<file path="src/plw_consts.svh">
`ifndef PLW_CONSTS_SVH
`define PLW_CONSTS_SVH
// register byte offsets
`define PLW_ADDR_LOCK 8'h00
`define PLW_ADDR_CMP 8'h04
`define PLW_ADDR_PUMP 8'h08
`define PLW_ADDR_STAT 8'h0C
`define PLW_ADDR_ISTAT 8'h10
`define PLW_ADDR_IMASK 8'h14
// lock control fields
`define PLW_LK_CNT_LSB 0
`define PLW_LK_EN 3
`define PLW_LK_SRC 6
`define PLW_LK_DIV_LSB 7
`define PLW_LK_SPD_LSB 10
// comparator control fields
`define PLW_CMP_POL 4
`define PLW_CMP_UPEN 5
`define PLW_CMP_DNEN 6
`define PLW_CMP_SLIP_LSB 7
// interrupt bits
`define PLW_IRQ_GAIN 0
`define PLW_IRQ_LOSS 1
`define PLW_IRQ_SLIP 2
// reset values
`define PLW_RST_LOCK 12'h000
`define PLW_RST_CMP 9'h060
`define PLW_RST_PUMP 23'h000000
// timing
`define PLW_CLK_MHZ 20
`define PLW_AWIN_NS 10
`define PLW_RUN_BASE 14'h0040
`define PLW_SLIP_BASE 10'h004
`endif

</file>
<file path="src/plw_pkg.sv">
package plw_pkg;
  // window evaluation states
  typedef enum logic [2:0] {
    PLW_IDLE = 3'b001,
    PLW_OPEN = 3'b010,
    PLW_LATE = 3'b100
  } plw_state_type;
  // pump gain and offset settings
  typedef struct packed {
    logic dn_off_en;
    logic up_off_en;
    logic [6:0] offset;
    logic [6:0] gain_b;
    logic [6:0] gain_a;
  } plw_pump_type;
  // pump command pair
  typedef struct packed {
    logic up;
    logic down;
  } plw_cmd_type;
endpackage : plw_pkg

</file>
<file path="src/plw_lock_window.sv">
// How it works
// - window opens on whichever edge first
// - divider 0..7 gives 0.5..64 timer periods
// - speed 00 shortest period, 11 longest
// - polarity bit swaps up and down
// - both enables low means no pulses
// - two seven-bit pump gain fields
// - offset magnitude with up/down enables
// - large phase error raises comparator gain
// - lock enable gates all lock evaluation
// - source bit picks fixed or timer window
// - lock after consecutive hits, one miss clears
//
// Decided for this implementation: the register offsets and the APB register port.
`timescale 1ns/1ps
`include "plw_consts.svh"
module plw_lock_window
  import plw_pkg::*;
#(
  parameter int RUN_W = 14
) (
  // apb slave
  input wire logic pclk,
  input wire logic presetn,
  input wire logic psel,
  input wire logic penable,
  input wire logic pwrite,
  input wire logic [7:0] paddr,
  input wire logic [31:0] pwdata,
  output logic [31:0] prdata,
  output logic pready,
  output logic pslverr,
  // divided reference and feedback edges
  input wire logic ref_in,
  input wire logic fb_in,
  // current pump drive
  output plw_cmd_type pump_cmd,
  output logic gain_boost,
  output plw_pump_type pump_cfg,
  // status
  output logic lock_indicator,
  output logic irq
);
  // fixed analog window, rounded down, at least one cycle
  localparam int AWIN_RAW = (`PLW_AWIN_NS * `PLW_CLK_MHZ) / 1000;
  localparam int AWIN_INT = (AWIN_RAW < 1) ? 1 : AWIN_RAW;
  localparam logic [9:0] AWIN = 10'(AWIN_INT);

  // register storage
  logic [11:0] lock_ctrl;
  logic [8:0] cmp_ctrl;
  logic [2:0] int_stat;
  logic [2:0] int_mask;

  // synchroniser stages and detected edges
  logic ref_s1;
  logic ref_s2;
  logic ref_s3;
  logic fb_s1;
  logic fb_s2;
  logic fb_s3;
  logic ref_rise;
  logic fb_rise;

  // window tracking
  plw_state_type state;
  logic first_ref;
  logic [9:0] win_cnt;
  logic [9:0] win_len;
  logic other_edge;
  logic hit;
  logic miss;

  // consecutive-hit run
  logic [RUN_W-1:0] run;
  logic [RUN_W-1:0] run_goal;
  logic lock_set;

  // comparator and slip guard
  logic up_st;
  logic dn_st;
  logic next_up;
  logic next_dn;
  logic [9:0] err_cnt;
  logic [9:0] slip_lim;
  logic slip_rise;

  // bus strobes and interrupt events
  logic wr_en;
  logic setup;
  logic [2:0] ev;

  // field views
  logic lk_en;
  logic lk_src;
  logic [2:0] lk_cnt;
  logic [2:0] lk_div;
  logic [1:0] lk_spd;
  logic pol;
  logic up_en;
  logic dn_en;
  logic [1:0] slip_sel;
  assign lk_cnt = lock_ctrl[`PLW_LK_CNT_LSB +: 3];
  assign lk_en = lock_ctrl[`PLW_LK_EN];
  assign lk_src = lock_ctrl[`PLW_LK_SRC];
  assign lk_div = lock_ctrl[`PLW_LK_DIV_LSB +: 3];
  assign lk_spd = lock_ctrl[`PLW_LK_SPD_LSB +: 2];
  assign pol = cmp_ctrl[`PLW_CMP_POL];
  assign up_en = cmp_ctrl[`PLW_CMP_UPEN];
  assign dn_en = cmp_ctrl[`PLW_CMP_DNEN];
  assign slip_sel = cmp_ctrl[`PLW_CMP_SLIP_LSB +: 2];

  // apb strobes, zero wait states
  assign setup = psel & ~penable;
  assign wr_en = psel & penable & pwrite;
  assign pready = psel & penable;

  // control registers
  always_ff @(posedge pclk or negedge presetn) begin
    if (!presetn) begin
      lock_ctrl <= `PLW_RST_LOCK;
      cmp_ctrl <= `PLW_RST_CMP;
      pump_cfg <= `PLW_RST_PUMP;
      int_mask <= 3'h0;
    end else if (wr_en) begin
      unique case (paddr)
        `PLW_ADDR_LOCK: lock_ctrl <= pwdata[11:0];
        `PLW_ADDR_CMP: cmp_ctrl <= pwdata[8:0];
        `PLW_ADDR_PUMP: pump_cfg <= pwdata[22:0];
        `PLW_ADDR_IMASK: int_mask <= pwdata[2:0];
        default: ;
      endcase
    end
  end

  // read data and error captured in setup phase
  always_ff @(posedge pclk or negedge presetn) begin
    if (!presetn) begin
      prdata <= 32'h0000_0000;
      pslverr <= 1'b0;
    end else if (setup) begin
      pslverr <= 1'b0;
      unique case (paddr)
        `PLW_ADDR_LOCK: prdata <= {20'h00000, lock_ctrl};
        `PLW_ADDR_CMP: prdata <= {23'h000000, cmp_ctrl};
        `PLW_ADDR_PUMP: prdata <= {9'h000, pump_cfg};
        `PLW_ADDR_STAT: prdata <= {29'h0, state == PLW_IDLE, gain_boost, lock_indicator};
        `PLW_ADDR_ISTAT: prdata <= {29'h0, int_stat};
        `PLW_ADDR_IMASK: prdata <= {29'h0, int_mask};
        default: begin
          prdata <= 32'h0000_0000;
          pslverr <= 1'b1;
        end
      endcase
    end
  end

  // two-stage synchronisers plus edge history
  always_ff @(posedge pclk or negedge presetn) begin
    if (!presetn) begin
      ref_s1 <= 1'b0;
      ref_s2 <= 1'b0;
      ref_s3 <= 1'b0;
      fb_s1 <= 1'b0;
      fb_s2 <= 1'b0;
      fb_s3 <= 1'b0;
    end else begin
      ref_s1 <= ref_in;
      ref_s2 <= ref_s1;
      ref_s3 <= ref_s2;
      fb_s1 <= fb_in;
      fb_s2 <= fb_s1;
      fb_s3 <= fb_s2;
    end
  end
  assign ref_rise = ref_s2 & ~ref_s3;
  assign fb_rise = fb_s2 & ~fb_s3;

  // window length in cycles; half a timer period is spd+1 cycles
  always_comb begin
    if (lk_src) begin
      win_len = (10'({1'b0, lk_spd}) + 10'h001) << lk_div;
    end else begin
      win_len = AWIN;
    end
  end

  // edge that closes the window
  assign other_edge = first_ref ? fb_rise : ref_rise;

  // hit and miss of one comparison cycle
  always_comb begin
    hit = 1'b0;
    miss = 1'b0;
    if (lk_en) begin
      unique case (state)
        // simultaneous edges count as in-window
        PLW_IDLE: hit = ref_rise & fb_rise;
        PLW_OPEN: begin
          // an edge landing as the count expires is already late
          hit = other_edge & (win_cnt < win_len);
          miss = (win_cnt >= win_len);
        end
        PLW_LATE: ;
      endcase
    end
  end

  // window state machine
  always_ff @(posedge pclk or negedge presetn) begin
    if (!presetn) begin
      state <= PLW_IDLE;
      first_ref <= 1'b0;
      win_cnt <= 10'h000;
    end else if (!lk_en) begin
      state <= PLW_IDLE;
      win_cnt <= 10'h000;
    end else begin
      unique case (state)
        PLW_IDLE: begin
          if ((ref_rise ^ fb_rise)) begin
            state <= PLW_OPEN;
            first_ref <= ref_rise;
            win_cnt <= 10'h001;
          end
        end
        PLW_OPEN: begin
          // the closing edge ends the cycle, hit or miss
          if (other_edge) begin
            state <= PLW_IDLE;
          end else if (miss) begin
            state <= PLW_LATE;
          end else begin
            win_cnt <= win_cnt + 10'h001;
          end
        end
        PLW_LATE: begin
          if (other_edge) begin
            state <= PLW_IDLE;
          end
        end
      endcase
    end
  end

  // consecutive-hit goal: setting n needs 64 << n hits
  assign run_goal = RUN_W'(`PLW_RUN_BASE) << lk_cnt;
  // gain event only on the hit that completes the run
  assign lock_set = hit & ~lock_indicator & (run + 1'b1 >= run_goal);

  // lock declaration
  always_ff @(posedge pclk or negedge presetn) begin
    if (!presetn) begin
      run <= '0;
      lock_indicator <= 1'b0;
    end else if (!lk_en) begin
      run <= '0;
      lock_indicator <= 1'b0;
    end else if (miss) begin
      run <= '0;
      lock_indicator <= 1'b0;
    end else if (hit) begin
      if (run + 1'b1 >= run_goal) begin
        run <= run_goal;
        lock_indicator <= 1'b1;
      end else begin
        run <= run + 1'b1;
      end
    end
  end

  // comparator state: up on reference, down on feedback, both clear
  always_comb begin
    next_up = up_st | ref_rise;
    next_dn = dn_st | fb_rise;
    if (next_up & next_dn) begin
      next_up = 1'b0;
      next_dn = 1'b0;
    end
  end

  always_ff @(posedge pclk or negedge presetn) begin
    if (!presetn) begin
      up_st <= 1'b0;
      dn_st <= 1'b0;
    end else begin
      up_st <= next_up;
      dn_st <= next_dn;
    end
  end

  // pump commands with polarity and enables
  always_ff @(posedge pclk or negedge presetn) begin
    if (!presetn) begin
      pump_cmd <= '0;
    end else begin
      pump_cmd.up <= (pol ? next_dn : next_up) & up_en;
      pump_cmd.down <= (pol ? next_up : next_dn) & dn_en;
    end
  end

  // phase error length and slip guard boost
  assign slip_lim = `PLW_SLIP_BASE << slip_sel;
  always_ff @(posedge pclk or negedge presetn) begin
    if (!presetn) begin
      err_cnt <= 10'h000;
      gain_boost <= 1'b0;
    end else if (next_up | next_dn) begin
      if (err_cnt != 10'h3FF) begin
        err_cnt <= err_cnt + 10'h001;
      end
      gain_boost <= (err_cnt >= slip_lim);
    end else begin
      err_cnt <= 10'h000;
      gain_boost <= 1'b0;
    end
  end
  // boost start event for the status register
  assign slip_rise = (next_up | next_dn) & (err_cnt >= slip_lim) & ~gain_boost;

  // interrupt events
  always_comb begin
    ev = 3'h0;
    ev[`PLW_IRQ_GAIN] = lock_set;
    ev[`PLW_IRQ_LOSS] = miss & lock_indicator;
    ev[`PLW_IRQ_SLIP] = slip_rise;
  end

  // sticky status, write one to clear, set wins
  always_ff @(posedge pclk or negedge presetn) begin
    if (!presetn) begin
      int_stat <= 3'h0;
    end else if (wr_en && paddr == `PLW_ADDR_ISTAT) begin
      int_stat <= (int_stat & ~pwdata[2:0]) | ev;
    end else begin
      int_stat <= int_stat | ev;
    end
  end

  // level interrupt
  assign irq = |(int_stat & int_mask);
endmodule : plw_lock_window

</file>
<file path="config.mk">
export PLATFORM = sky130hd
export DESIGN_NAME = plw_lock_window
export DESIGN_NICKNAME = d
export VERILOG_FILES = /design/src/plw_pkg.sv /design/src/plw_lock_window.sv
export VERILOG_INCLUDE_DIRS = /design/src
export SDC_FILE = /design/constraint.sdc
export NUM_CORES = 1
export LEC_CHECK = 0
export ABC_AREA = 1
export BUFFER_PORTS_ARGS = -buffer_cell sky130_fd_sc_hd__buf_2
export CAP_MARGIN = 20
export CORE_AREA = 8 8 122 124
export CTS_BUF_LIST = sky130_fd_sc_hd__clkbuf_4 sky130_fd_sc_hd__clkbuf_8
export CTS_CLUSTER_SIZE = 40
export DETAILED_ROUTE_END_ITERATION = 8
export DIE_AREA = 0 0 130 132
export PLACE_DENSITY = 0.86
export SYNTH_ARGS = -nofsm -noshare
export SYNTH_HDL_FRONTEND = slang
export SYNTH_SLANG_ARGS = --single-unit
</file>
<file path="constraint.sdc">
create_clock -name pclk -period 5.49 [get_ports pclk]
set_input_delay 0.8235 -clock pclk [delete_from_list [all_inputs] [get_ports pclk]]
set_output_delay 0.8235 -clock pclk [all_outputs]
set_load 0.005 [all_outputs]
</file>
### Word level (Yosys, flattened, before mapping)

Cells that the tools add are included.

* register bits: 133
* input port bits: 47
* output and inout bits: 62

* add/subtract/negate cells: 4
* magnitude comparators: 4
* eq/ne operators: 18
* shifts and indexed selects: 3
* muxes and demuxes: 35
* bitwise gates (word level): 29
* reductions and logical operators: 12

Operator list (count)
* 23-bit one-hot mux with 6 select lines: 1
* 10-bit two-way mux: 7
* 14-bit two-way mux: 4
* 10-bit by 1-bit adder with 10-bit output (second input constant): 2
* 10-bit >= comparator: 2
* 10-bit one-hot mux with 2 select lines: 1
* 3-bit two-way mux: 6
* 8-bit by 4-bit equality test with 1-bit output (second input constant): 2
* 8-bit by 5-bit equality test with 1-bit output (second input constant): 2
* 1-bit bitwise AND: 15
* 14-bit by 1-bit adder with 14-bit output (second input constant): 1
* 14-bit >= comparator: 1
* 1-bit two-way mux: 14
* 7-bit by 3-bit left shift with 14-bit output (first input constant): 1
* 10-bit less-than comparator: 1
* 10-bit != test (second input constant): 1
* 2-bit AND reduction: 5
* 3-bit by 2-bit left shift with 10-bit output (first input constant): 1
* 3-bit by 3-bit left shift with 10-bit output: 1
* 3-bit by 1-bit != test with 1-bit output (second input constant): 3
* 3-bit != test (second input constant): 3
* 3-bit one-hot mux with 3 select lines: 1
* 8-bit by 3-bit equality test with 1-bit output (second input constant): 1
* 8-bit zero test: 1
* other kinds (19): 28

### Longest topological paths before layout

Gate-level depths: netlist of the first run.

* depth after elaboration: 11
* gate-level depth with buffers: 20
* depth with buffers taken out: 19

### Worst setup path after synthesis of the first run

No wires, ideal clock.

* path type: reg2reg
* start: reg lock_ctrl[10]
* end: reg run[9]
* setup time: 0.117 ns
* data arrival time: 2.271 ns
* data required time: 5.373 ns
* setup slack: 3.102 ns
* cell stages (with the launch flop): 19
* buffers on the path: 1
* period minus slack after synthesis: 2.388 ns
* cells stage by stage: dfrtp_1 -> ha_1 -> nand2_1 -> o21ai_0 -> nand2_1 -> o21ai_0 -> nand2_1 -> ha_1 -> nand2_1 -> nor2_1 -> a21boi_1 -> nor2_1 -> nand2_1 -> nand2_1 -> nand2_2 -> nor2_4 -> buf_6 -> nand2_1 -> nand2_1

* word-level cells in the longest chain between the ends: 8
* elaborated cells between the ends (all ways): 13
* those cells by class: 1 x add/sub; 2 x order compare; 1 x eq/ne; 1 x shift; 7 x mux; 1 x bitwise

Ends and longest elaborated chain
* from (decl): line plw_lock_window.sv:50 `logic [11:0] lock_ctrl;`
* from (signal assigned): line plw_lock_window.sv:121 `` lock_ctrl <= `PLW_RST_LOCK; ``
* from (signal assigned): line plw_lock_window.sv:127 `` `PLW_ADDR_LOCK: lock_ctrl <= pwdata[11:0]; ``
* 2-bit by 1-bit adder with 3-bit output (*): line plw_lock_window.sv:182 `win_len = (10'({1'b0, lk_spd}) + 10'h001) << lk_div;`
* 3-bit by 3-bit left shift with 10-bit output (*): line plw_lock_window.sv:182
* 10-bit two-way mux (*): line plw_lock_window.sv:181 `if (lk_src) begin`
* 10-bit less-than comparator or 10-bit >= comparator (tied branches): line plw_lock_window.sv:201, plw_lock_window.sv:202
* 1-bit bitwise AND or 1-bit two-way mux (tied branches): line plw_lock_window.sv:201, plw_lock_window.sv:196
* 1-bit one-hot mux with 2 select lines or 1-bit two-way mux (tied branches): line plw_lock_window.sv:196, plw_lock_window.sv:195
* 1-bit two-way mux or 14-bit two-way mux (tied branches): line plw_lock_window.sv:195, plw_lock_window.sv:259
* 3-bit by 1-bit != test with 1-bit output (no line) or 14-bit two-way mux (tied branches)
* to (signal assigned): line plw_lock_window.sv:264 `run <= run_goal;`
* to (signal assigned): line plw_lock_window.sv:267 `run <= run + 1'b1;`
* to (decl): line plw_lock_window.sv:75 `logic [RUN_W-1:0] run;`

Every way passes the cells marked *; elsewhere a longest branch is shown, timed or not.
A chain may end at the register's enable or synchronous reset.

### Final worst setup path of the first run

* start: reg run[0]
* end: reg run[13]

* word-level cells in the longest chain between the ends: 6

Ends and longest elaborated chain
* 14-bit by 1-bit adder with 14-bit output (*): line plw_lock_window.sv:263, plw_lock_window.sv:267
* 14-bit >= comparator: line plw_lock_window.sv:263 `if (run + 1'b1 >= run_goal) begin`
* 14-bit two-way mux (*): line plw_lock_window.sv:263
* 14-bit two-way mux (*): line plw_lock_window.sv:262 `end else if (hit) begin`
* 14-bit two-way mux (*): line plw_lock_window.sv:259 `end else if (miss) begin`
* 14-bit two-way mux (*): line plw_lock_window.sv:256 `end else if (!lk_en) begin`

Every way passes the cells marked *; elsewhere a longest branch is shown, timed or not. The select of a mux whose other input is x is not followed.

==> results summary, run 1 <==
The initialized floorplan defines 42 standard-cell rows. In this run the clock root is driven by a sky130_fd_sc_hd__clkbuf_8. The flip-flop cell with the highest count after synthesis is sky130_fd_sc_hd__dfrtp_1. The count of state elements after synthesis is 124. The number of remaining DRC errors is 0.

The count of synthesis-stage warnings from yosys came out at 0. The area of the multi-input gates is 3170 µm². The post-layout utilization of the core came out at 60.5%. The minimum setup slack after placement is 2.31 ns. TritonCTS built the clock tree. The shortest clock period the worst path allows after layout came out at 3.21 ns. Using the TritonRoute via totals, the vias-per-cell ratio works out to 5.23.

The worst reg-to-reg setup slack came out at 2.28 ns. The type of the setup path with the least slack is flip-flop to flip-flop. The share of the yosys chip area belonging to registers came out at 44.8%.

The clock insertion delay at the later pin of the skew report is 0.46 ns. The total power of the final layout came out at 1.89 mW. After clock tree synthesis, the flow added hold-fix buffers numbering 0.

Summing over every cut layer, the via total after detailed routing is 6,067. The power spent charging and discharging nets is 0.478 mW. The first routing iteration left 391 violations. Summed over all failing endpoints, the final setup total negative slack is 0 ns. Yosys attributes the largest share of cell area to sky130_fd_sc_hd__dfrtp_1, sky130_fd_sc_hd__nand2_1, sky130_fd_sc_hd__inv_1. The die boundary width is 130 µm.

The worst hold path belongs to the class flip-flop to flip-flop. The remaining global-route overflow came out at 0. The maximum number of pins on one net before global-route repair is 75.

The cell internal power dissipation is 1.41 mW. Counting instances in the post-synthesis netlist gives the leading cell types as sky130_fd_sc_hd__nand2_1, sky130_fd_sc_hd__inv_1, sky130_fd_sc_hd__dfrtp_1, sky130_fd_sc_hd__nor2_1, sky130_fd_sc_hd__o21ai_0. The fill cell total of the finished layout came out at 1,090.

The sequential cells in the finished layout cover a total of 3110 µm². The core footprint is 13,000 µm². The clock net in this run drives a total of 124 sinks. In this run the worst setup path terminates at run[13]. The initial antenna violation count came to 0. The number of enable-type register cells in the synthesized netlist is 0.

The top cell type's share of synthesized area is 43.7%. The proportion of register bits with asynchronous set or reset after synthesis came out at 100%. Global routing used 20.3% of the available tracks.

The routed length per placed instance is 14.2 µm. The placed wire-length estimate after detailed placement is 12,100 µm. 0 antenna diodes ended up in the layout. The worst-case setup margin in the final layout is 2.28 ns. The number of buffers created by CTS is 17. The combinational group share of total power is 7.1%.

The reported max-cap violation count is 0. The endpoint class of the critical path is a flip-flop. The final layout contains routed wiring with a total length of 16,500 µm. In this run the tool buffered the top-level ports with 90 buffer cells.

The slew at the pin closest to its max-slew limit is 0.933 ns. The proportion of power drawn by the clock network is 42.5%. The via count of the first global-routing pass is 5,969. The highest net fanout along the worst path is 20.

The number of nets in the layout is 1,050. The non-filler instance count after layout came out at 1,161. The first-pass GRT wire length is 28,100 µm. The final hold violation count is 0. The last weighted congestion value of the routability-driven placer came out at 0.879. The first TritonRoute pass finished after 5 iterations. The buffer depth of the longest clock path is 2.

Measured against its own limit, the worst slew margin works out to 37.6%. After technology mapping, the gate count stands at 886. The analysis attributes to cell leakage a power of 4.08 nW.

In this run, placement finished with an instance count of 1,127. The worst register-to-register path ends at run[13]. The combined area of all synthesized cells came out at 6940 µm². The die is 132 µm tall. The number of resized instances in the post-cts repair step came out at 0. Setup repair after global routing left no endpoint under its margin.

The maximum level of the CTS H-tree came out at 4. The number of buffers inserted to repair setup after CTS came out at 0. The die area is 17,200 µm². Among all cell types in the netlist, the one instantiated most often is sky130_fd_sc_hd__nand2_1.

The initial standard-cell utilization of the core came out at 53.4%. The biggest area contributor in the post-synthesis netlist is sky130_fd_sc_hd__dfrtp_1. The number of cells traversed by the worst register-to-register path is 19. The synthesized area per cell is 7.83 µm².

The data required time at the worst endpoint is 5.83 ns. The clock-pin slew of the registers on the worst-case setup and hold paths came out at 0.07 ns. The count of antenna-violating nets left after detailed routing came out at 0. The final count of negative-setup-slack endpoints came out at 0. In the final layout, the share of cells above drive strength 1 is 15.9%. The startpoint identified for the worst register-to-register timing path is run[0]. The max-slew violation total from the final report came out at 0. STA classifies the critical path startpoint as a flip-flop.

From synthesis to final layout, the design area changed by 13.2%. The clock arrives with 0.00760 ns of skew. In this run switching power makes up 25.3% of total power.

The achievable frequency came out at 311 MHz. The number of top-level pins came out at 109. The power density relative to cell area is 241 nW/µm². The first element of the critical path is run[0]. The run finished with clean final reports. The maximum vdd ir drop is 203 µV. The worst path uses 58.5% of the clock period. The share of power burned in registers is 50.4%. At the worst endpoint, the arrival time is 3.56 ns.

The number of distinct library cells after synthesis came out at 47.
worst min-delay path by stage:
stage                 from      to  slack (ns)  depth (start not counted)
floorplan            fb_s1   fb_s2        0.33                          0
global placement    ref_s1  ref_s2        0.34                          0
detailed placement   fb_s1   fb_s2        0.34                          0
CTS                  fb_s1   fb_s2        0.35                          0
global route        ref_s1  ref_s2        0.36                          0
finish               fb_s1   fb_s2        0.35                          0
per-layer routing:
layer,vias up,wire length (µm),track usage [%]
li1,3005,-,-
met2,210,7850,32.4
met4,0,411,7.55
met3,34,1340,8.09
met1,2818,6930,24.1
met5,-,0,0
sequential cells by signal, summed over array words and instances, names as in the netlist, 2 cells and up:
| signal | count |
|---|---|
| cmp_ctrl | 9 |
| state | 3 |
| int_mask | 3 |
| prdata | 23 |
| int_stat | 3 |
| run | 14 |
| lock_ctrl | 12 |
| err_cnt | 10 |
| pump_cmd | 2 |
| pump_cfg | 23 |
| win_cnt | 10 |
layout make-up:
class | instances | share of cell area [%]
timing repair buffer | 93 | 6.31
sequential | 124 | 39.6
tap | 176 | 2.81
clock inverter | 11 | 1.51
inverter | 124 | 5.95
clock buffer | 21 | 3.52
multi-input combinational | 612 | 40.3
power groups by stage:
stage                     clock network [mW]  registers [mW]  logic [mW]
after floorplan                            0           0.964      0.0788
after global placement                     0           0.967       0.128
after detailed placement                   0           0.968       0.132
after CTS                              0.813           0.951       0.133
after global routing                   0.847           0.953       0.154
final                                  0.803           0.951       0.135
stage by stage:
step / hold WS [ns] / cell area, µm²
6_report: 0.349 / 7850
5_1_grt: 0.362 / 7850
4_1_cts: 0.352 / 7820
3_5_place_dp: 0.336 / 7420
3_3_place_gp: 0.336 / 7420
2_1_floorplan: 0.331 / 6970
critical path, cell delays in order (launching register included):
cell and delay, ns:
sky130_fd_sc_hd__dfrtp_1 0.46, sky130_fd_sc_hd__ha_1 0.24, sky130_fd_sc_hd__nand2_1 0.07, sky130_fd_sc_hd__nor2_1 0.19, sky130_fd_sc_hd__nand2_1 0.11, sky130_fd_sc_hd__xor2_1 0.20, sky130_fd_sc_hd__inv_1 0.07, sky130_fd_sc_hd__ha_1 0.28
sky130_fd_sc_hd__nand2_1 0.09, sky130_fd_sc_hd__inv_1 0.04, sky130_fd_sc_hd__nand2_1 0.05, sky130_fd_sc_hd__nand2_1 0.04, sky130_fd_sc_hd__nand2_1 0.05, sky130_fd_sc_hd__nand3_1 0.50, sky130_fd_sc_hd__inv_1 0.38, sky130_fd_sc_hd__nand2_1 0.08
sky130_fd_sc_hd__nand2_1 0.07, sky130_fd_sc_hd__inv_1 0.04, sky130_fd_sc_hd__nand4_1 0.06, sky130_fd_sc_hd__nand2_1 0.07
layout by cell type (no fill, tap or decap), drive strengths merged, types with 2 or more instances in the layout:
cell type    n
nand3b       2
buf         93
a21oi       25
a21boi       2
conb         9
dfrtp      121
clkinv       6
xnor2        4
o21ai       85
dfstp        3
nand4       17
or2          3
o31ai       12
o22ai        5
bufinv       2
a211oi       3
o221ai       2
clkbuf      21
nor3        18
ha          31
inv        123
nor2        71
clkinvlp     4
nand2      254
xor2         9
nand3       54
logic make-up after synthesis:
logic type	Yosys count	share of synthesized area (%)
and+or+nand+nor	419	26.3
buffers and inverters	158	9.99
AOI/OAI and AO/OA	140	11.6
DFF	124	44.8
adders and majority gates	31	5.59
xor gates and xnor gates	13	1.64
other	1	0.0541
Power figures use the tool's default switching activity.
==> run 2: changes to the inputs <==
Clock period 5.49 ns to 3.1 ns, I/O delays scaled along.
==> run 2 against run 1 <==
  * The flow now finishes with violations (hold timing)
  * Count of clock-buffer cells in the layout is 2 lower
  * Final cell count grew 0.69%
  * Global-route usage rose by 0.24 points
  * Clock skew up 0.0073 ns
  * Routed wire length rose by 1.6%
  * Setup slack got worse by 2.0 ns
  * Critical endpoint is now run[6]
==> results summary, run 2 (same netlist as run 1, synthesis figures left out) <==
The largest individual stage delay along the critical path comes from the cell sky130_fd_sc_hd__dfrtp_1. The placed wire-length estimate after detailed placement came out at 12,100 µm. The die boundary width is 130 µm.

The slew at the pin closest to its max-slew limit is 0.713 ns. Summed over all cells, the static leakage comes to 4.15 nW. The initial antenna violation count is 0.

The number of core rows is 42. The area growth from synthesis to final layout came out at 14.9%. The floorplan step set the die height to 132 µm. The library cells used most frequently in the layout, excluding fill and tap cells, are sky130_fd_sc_hd__nand2_1, sky130_fd_sc_hd__inv_1, sky130_fd_sc_hd__dfrtp_1, sky130_fd_sc_hd__buf_2, sky130_fd_sc_hd__nor2_1. The max-slew violation total from the final report was 0. The total power of the final layout is 3.53 mW. After detailed routing, no signal wire sits above met4. The number of buffers created by CTS came out at 17. For the worst setup path, the data required time is 3.49 ns. Across all register-to-register paths, the minimum setup slack is 0.26 ns. The number of top-level pins is 109. The clock tree skew after final layout came out at 0.0149 ns. After detailed routing, the met3 layer carries 1270 µm of wire. The fraction of final layout cells with drive strength greater than 1 is 16.7%. The clock-pin slew of the registers on the worst-case setup and hold paths came out at 0.07 ns. The maximum vdd ir drop came out at 363 µV.

The number of nets in the layout came out at 1,058. Summed over all layers, the global routing overflow is 0. Traced cell by cell, the critical path runs through ha_1 -> nand2_1 -> o21ai_0 -> nand2_1 -> o21ai_0 -> nand2_1 -> ha_1 -> nand2_1 -> nand2_1 -> a21oi_2 -> nand2_1 -> nor2_1 -> nand2_1 -> nand2_1 -> nand2_2 -> nor2_4 -> nand2_1 -> nand2_1.

The die area came out at 17,200 µm². The final hold slack came out at -0.00308 ns. The initial standard-cell utilization of the core came out at 53.4%. The reported max-cap violation count is 0. The average vias per placed instance is 5.26. The routed design uses 8160 µm of met2 wire. The last weighted congestion value of the routability-driven placer came out at 0.893.

The CTS root buffer is sky130_fd_sc_hd__clkbuf_8. The region available for standard cell placement spans 13,000 µm². In this run the tightest slew margin relative to its limit is 52.3%.

The initial detailed-routing violation count came out at 482. The count of vias placed by the detailed router came out at 6,150. The clock insertion delay at the later pin of the skew report came out at 0.46 ns. The smallest clock period supported by the final layout is computed as 2.84 ns. The first detailed-routing pass ran for 5 iterations. The via count of the first global-routing pass came to 6,087. The library cell used most frequently in the layout, excluding fill and tap cells, is sky130_fd_sc_hd__nand2_1.

The met1 layer wirelength in the final routing is 7060 µm. The achievable frequency came out at 352 MHz. The endpoint class of the critical path is a flip-flop.

Setup violations remaining at the end of the flow were counted as 0. The port buffer count came out at 90. The power density relative to cell area is 443 nW/µm². The total routing usage reported by global routing is 20.6%. The cell type with the highest occurrence count on the critical path is sky130_fd_sc_hd__nand2_1. The post-route clock period utilization came out at 91.5%. The TritonCTS clock tree is built. After detailed routing, the total wire length is 16,800 µm. In the final layout, the registers with the most flip-flops are prdata x23, pump_cfg x23, run x14. The type of origin of the critical path is a flip-flop. The maximum number of pins on one net before global-route repair came out at 83. The tightest min-delay check is of the primary input to async pin type. After detailed routing, the number of remaining DRC violations is 0. The routed length per placed instance came out at 14.4 µm. The flow ran to the end, but the final reports show violations. The CTS sink count came out at 124. The critical path is of the flip-flop to flip-flop type.

Data arrives at the worst endpoint at 3.23 ns. The buffer depth of the longest clock path came out at 2. The highest net fanout along the worst path is 14.

The post-layout utilization of the core came out at 61.4%. The detail route stage leaves a number of antenna-violating nets equal to 0. Adding up every negative setup slack in the final design gives 0 ns. The maximum level of the CTS H-tree came out at 4. The checks that failed: hold timing. The first global-routing pass estimated 28,600 µm of wire. Setup repair after global routing left no endpoint under its margin. The critical path's largest stage delay came out at 0.42 ns. The final antenna diode count is 0. The final hold violation count came out at 1.
[run 2: changes by cell type in the layout (fill, tap and decap cells not counted), sizes merged]
cell,change
o21ai,+1
inv,+2
bufinv,+2
clkinvlp,-1
clkbuf,-2
buf,+7
clkinv,-1
[run 2: critical path: cells and delay by family (launching register included)]
kind,cells,cell delay (ns)
adders and majority gates,2,0.62
AOI/OAI and AO/OA,3,0.40
and+or+nand+nor,13,1.32
DFF,1,0.42
[run 2: area by class of cell]
cell class / instances / area (µm²)
clock buffers: 19 / 262
clock inverters: 13 / 188
fillers: 1075 / 5010
inverters: 124 / 467
multi-input cells: 613 / 3190
flip-flops and latches: 124 / 3110
well taps: 176 / 220
repair buffers: 100 / 541
[run 2: power breakdown]
part / internal, mW / total (mW) / switching (mW)
Clock: 0.922 / 1.60 / 0.682
Combinational: 0.0787 / 0.247 / 0.168
Sequential: 1.65 / 1.68 / 0.0274
Total: 2.66 / 3.53 / 0.878
[run 2: what timing repair did]
action,CTS,global route
gates resized for setup,0,2
setup buffers,0,1
endpoints found under the setup margin,0,11
hold buffers,0,0
[run 2: metrics by stage]
stage                     worst slack [ns]  instances  hold WS (ns)  instance area, µm²
after CTS                            0.279       1167       0.00142                7940
after detailed placement             0.302       1135         0.352                7490
after global routing               0.00470       1169        0.0271                7970
final                                0.263       1169      -0.00308                7970
after floorplan                      0.712        894         0.169                6970
after global placement               0.385       1135         0.336                7490
[run 2: worst paths after layout]
check | start | to | cells after the start
max in group asynchronous | presetn | cmp_ctrl[5] | 2
setup / recovery | lock_ctrl[10] | run[6] | 18
hold reg to reg | ref_s1 | ref_s2 | 0
hold / removal | presetn | win_cnt[4] | 1
setup reg to reg | lock_ctrl[10] | run[6] | 18
min in group pclk | fb_in | fb_s1 | 1
[run 2: metal layers]
layer / track usage [%] / vias to the layer above
met5: 0 / -
met4: 6.91 / 0
met3: 6.67 / 27
met2: 33.7 / 219
met1: 24.8 / 2872
li1: - / 3032
==> run 3: changes to the inputs <==
Settings changed: ABC_AREA 1 to default, CELL_PAD_IN_SITES_DETAIL_PLACEMENT from default to 1, CELL_PAD_IN_SITES_GLOBAL_PLACEMENT from default to 1, CORE_AREA 8 8 122 124 to 8 8 130 132, DIE_AREA 0 0 130 132 to 0 0 138 140, PLACE_DENSITY 0.86 to 0.91.
==> run 3 against run 2 <==
  * The flow finishes with violations (setup timing)
  * Flip-flop and latch count stayed put
  * Setup slack worse by 0.69 ns
  * Clock skew is 0.0022 ns higher
  * Maximum frequency is 20% lower
  * Non-clock buffer count is 68 higher
  * Die area is 13% higher
  * Register-to-register slack worse by 0.69 ns
  * Synthesized area is 3.9% lower
  * Critical path type unchanged
  * Sequential share of layout area is 3.6 points lower
  * Sequential power hardly changed
  * Via count is 7.1% higher
  * Largest cell class unchanged
  * Count of clock-buffer cells in the layout is 2 higher
==> results summary, run 3 <==
The CTS root buffer is sky130_fd_sc_hd__clkbuf_8. The worst reg-to-reg setup slack came out at -0.43 ns. The arithmetic-cell share of the synthesized area counting full adders, half adders and majority gates came out at 5.82%. The die boundary width came out at 138 µm. The worst-case headroom to the max-slew limit came out at 46.3%. The combined area of all synthesized cells is 6670 µm². The maximum number of pins on one net before global-route repair came out at 50. The cell area after placement came out at 7510 µm². Clock-pin slew was measured on the worst setup and hold paths at 0.08 ns.

The fraction of final layout cells with drive strength greater than 1 came out at 42.4%. The initial antenna violation count came out at 3. The buffer depth of the longest clock path is 2.

The height of the die came out at 140 µm. The slew at the pin closest to its max-slew limit is 0.804 ns. The clock tree skew after final layout came out at 0.0171 ns. The largest registers in the layout are prdata x23, pump_cfg x23, run x14. The last weighted congestion value of the routability-driven placer is 0.846.

Counting both buffers and inverters, the worst setup path holds a total of 3. The dominant combinational cell family by area after synthesis is simple AND/OR/NAND/NOR gates. The first routing iteration left 698 violations. After synthesis, the most frequently instantiated cells are sky130_fd_sc_hd__dfrtp_1, sky130_fd_sc_hd__mux2_2, sky130_fd_sc_hd__nand2_1, sky130_fd_sc_hd__a21oi_1, sky130_fd_sc_hd__ha_1. The post-layout utilization of the core is 59.1%.

The first-pass GRT wire length came out at 39,100 µm. Sorting the synthesized cells by area gives the leading types as sky130_fd_sc_hd__dfrtp_1, sky130_fd_sc_hd__mux2_2, sky130_fd_sc_hd__ha_1. sky130_fd_sc_hd__dfrtp_1 takes more of the synthesized area than any other cell. The routed length per placed instance came out at 30.5 µm. Traced cell by cell, the critical path runs through nand4_1 -> nor4_4 -> nand3_2 -> xnor2_4 -> ha_4 -> a2111oi_4 -> buf_4 -> nand2b_4 -> o21ai_4 -> buf_12 -> buf_4 -> o221ai_1 -> nor3_1. Among the stages of the critical path, the cell type that occurs most often is sky130_fd_sc_hd__buf_4. The count of synthesis-stage warnings from yosys came out at 0. Counting every sink on the clock net gives 124.

The total of hold buffers inserted after clock tree synthesis is 0. The post-route clock period utilization is 114%. The die covers 19,300 µm². The max-slew violation total from the final report is 0.

The startpoint identified for the worst register-to-register timing path is run[1]. The number of remaining DRC errors is 0. The power density relative to cell area came out at 419 nW/µm².

At the end of the flow, the number of nets in the layout was 863. The largest individual stage delay along the critical path comes from the cell sky130_fd_sc_hd__nor4_4. The proportion of register bits with asynchronous set or reset after synthesis came out at 100%. The final hold violation count came out at 0. The via count of the first global-routing pass came out at 6,681. The placed wire-length estimate after detailed placement is 15,400 µm. The worst hold-check path type is primary input to async pin. The terminus of the critical flop-to-flop path is run[2]. The maximum level of the CTS H-tree came out at 4.

In this run the standard cell core region covers 14,900 µm². The number of buffers created by CTS came out at 17. The number of cells traversed by the worst register-to-register path came out at 13. Setup violations remaining at the end of the flow were counted as 29. The area growth from synthesis to final layout is 31.7%. The top cell types in the final layout, fill and taps aside, are sky130_fd_sc_hd__dfrtp_1, sky130_fd_sc_hd__buf_2, sky130_fd_sc_hd__buf_4, sky130_fd_sc_hd__mux2_2, sky130_fd_sc_hd__nand2_1. The top cell type's share of synthesized area is 45.4%.

After filler insertion, the fill cell instance count of the layout stands at 1,555. The worst setup path is captured at a flip-flop. The critical path's largest stage delay is 0.43 ns. The most common cell after layout, fill and taps aside is sky130_fd_sc_hd__dfrtp_1. On the critical path the largest part of the delay comes from simple AND/OR/NAND/NOR gates. During I/O placement, the number of pins put on the boundary was 109.

Summing the areas of all xor and xnor instances in the mapped netlist gives 1.84% of the synthesized area. The total routing usage reported by global routing is 25.6%. For this run, the leading register cell type out of synthesis is sky130_fd_sc_hd__dfrtp_1. The final design instance area without fill is 8780 µm².

In this run the core area contains 45 standard-cell rows. The share of the yosys chip area belonging to registers is 46.6%. The worst-case setup margin in the final layout came out at -0.429 ns.

On the final layout, the worst hold slack is 0.0428 ns. After routing, the total negative slack on setup checks comes to -8.44 ns. The maximum vdd ir drop is 410 µV.

The number of distinct library cells after synthesis came out at 68. The number of instances in the synthesized netlist is 626. The port buffer count came out at 90. The most common cell in the synthesized netlist is sky130_fd_sc_hd__dfrtp_1. The detailed-route wire length came out at 30,200 µm. For this run the aggregate overflow at the end of global routing stands at 0. The average vias per placed instance is 6.67. The total stage count of the critical path is 13. The synthesized area per cell is 10.6 µm². The critical path in this run is classified as flip-flop to flip-flop. The synthesized design contains 124 register bits.

TritonCTS built the clock tree. The instance count after placement with tap cells included came out at 913. For this configuration, the core starts out at a cell density of 44.8%.

Based on the critical path, the design can be clocked at up to 283 MHz. Along the worst path, the maximum fanout reaches 8. Setup repair after global routing could not meet its margin everywhere. The compound-cell area share of the yosys netlist came out at 15.1%.

The type of origin of the critical path is a flip-flop. The count of antenna-violating nets left after detailed routing came out at 0. The synthesized netlist devotes 15.5% of its cell area to simple gates. In this run, synthesis inferred 0 flip-flops with an integrated enable. The clock insertion delay at the later pin of the skew report is 0.48 ns.

The reported max-cap violation count is 0. The data arrival time of the critical path is 3.92 ns. The count of vias placed by the detailed router came out at 6,588. The cell leakage power came out at 4.27 nW.

The final reports fail on setup timing. The shortest clock period the worst path allows after layout came out at 3.53 ns. The non-filler instance count after layout is 988. The iteration count of the initial detailed-routing pass is 5. The run finished, with violations left. The data required time at the worst endpoint is 3.49 ns. The share of cell area taken by muxes after synthesis came out at 10.6%.
run 3: worst register-to-register path: cells and delay by family, from the launching register on:
kind	cells	cell delay (ns)
and+or+nand+nor	5	1.21
AOI/OAI and AO/OA	3	0.73
buffers and inverters	3	0.51
DFF	1	0.41
xor gates and xnor gates	1	0.32
adders and majority gates	1	0.28
run 3: worst max path at each step:
stage             startpoint  endpoint  slack [ns]
2_1_floorplan         run[0]    run[9]        0.16
3_3_place_gp   lock_ctrl[11]   run[11]        0.05
3_5_place_dp    lock_ctrl[8]    run[4]       -0.18
4_1_cts               run[0]    run[9]       0.009
5_1_grt               run[1]    run[2]       -0.53
6_report              run[1]    run[2]       -0.43
run 3: what timing repair did:
item | 4_1_cts | 5_1_grt
buffers inserted | 15 | 25
gates cloned | 2 | 0
pin swaps | 15 | 57
setup endpoints to repair | 22 | 29
resized for setup | 29 | 88
run 3: per-stage QoR:
step / power, mW / setup slack, ns
finish: 3.68 / -0.429
global route: 3.75 / -0.526
CTS: 3.58 / 0.00855
detailed placement: 2.01 / -0.178
global placement: 1.98 / 0.0528
floorplan: 1.88 / 0.155
run 3: logic make-up (layout without fill, tap and decap cells):
kind of cell               Yosys count  in the layout
buffers and inverters               58            220
DFF                                124            124
AOI/OAI and AO/OA                  144            144
xor gates and xnor gates            14             14
adders and majority gates           31             31
other                                1             12
muxes                               64             64
and+or+nand+nor                    190            191
run 3: layer usage:
metal | wire (µm) | track usage [%] | share of wire, %
met5 | 0 | 0 | 0
met4 | 2940 | 14.1 | 9.7
met3 | 1810 | 6.02 | 6.0
met2 | 15200 | 45.0 | 50
met1 | 10200 | 28.1 | 34
run 3: final cells by class:
| cell class | instances | area, µm² | share of cell area, % |
|---|---|---|---|
| Clock buffer | 21 | 283 | 3.22 |
| Antenna cell | 3 | 7.51 | 0.0855 |
| Multi-Input combinational cell | 453 | 3770 | 42.9 |
| Inverter | 21 | 78.8 | 0.898 |
| Tap cell | 188 | 235 | 2.68 |
| Sequential cell | 124 | 3110 | 35.4 |
| Timing Repair Buffer | 168 | 1160 | 13.2 |
| Clock inverter | 10 | 139 | 1.58 |
run 3: power breakdown:
part	internal, mW	leakage (nW)	total, mW	switching [mW]
sequential	1.66	1.69	1.71	0.0500
clock	0.863	0.204	1.62	0.759
combinational	0.126	2.37	0.346	0.220
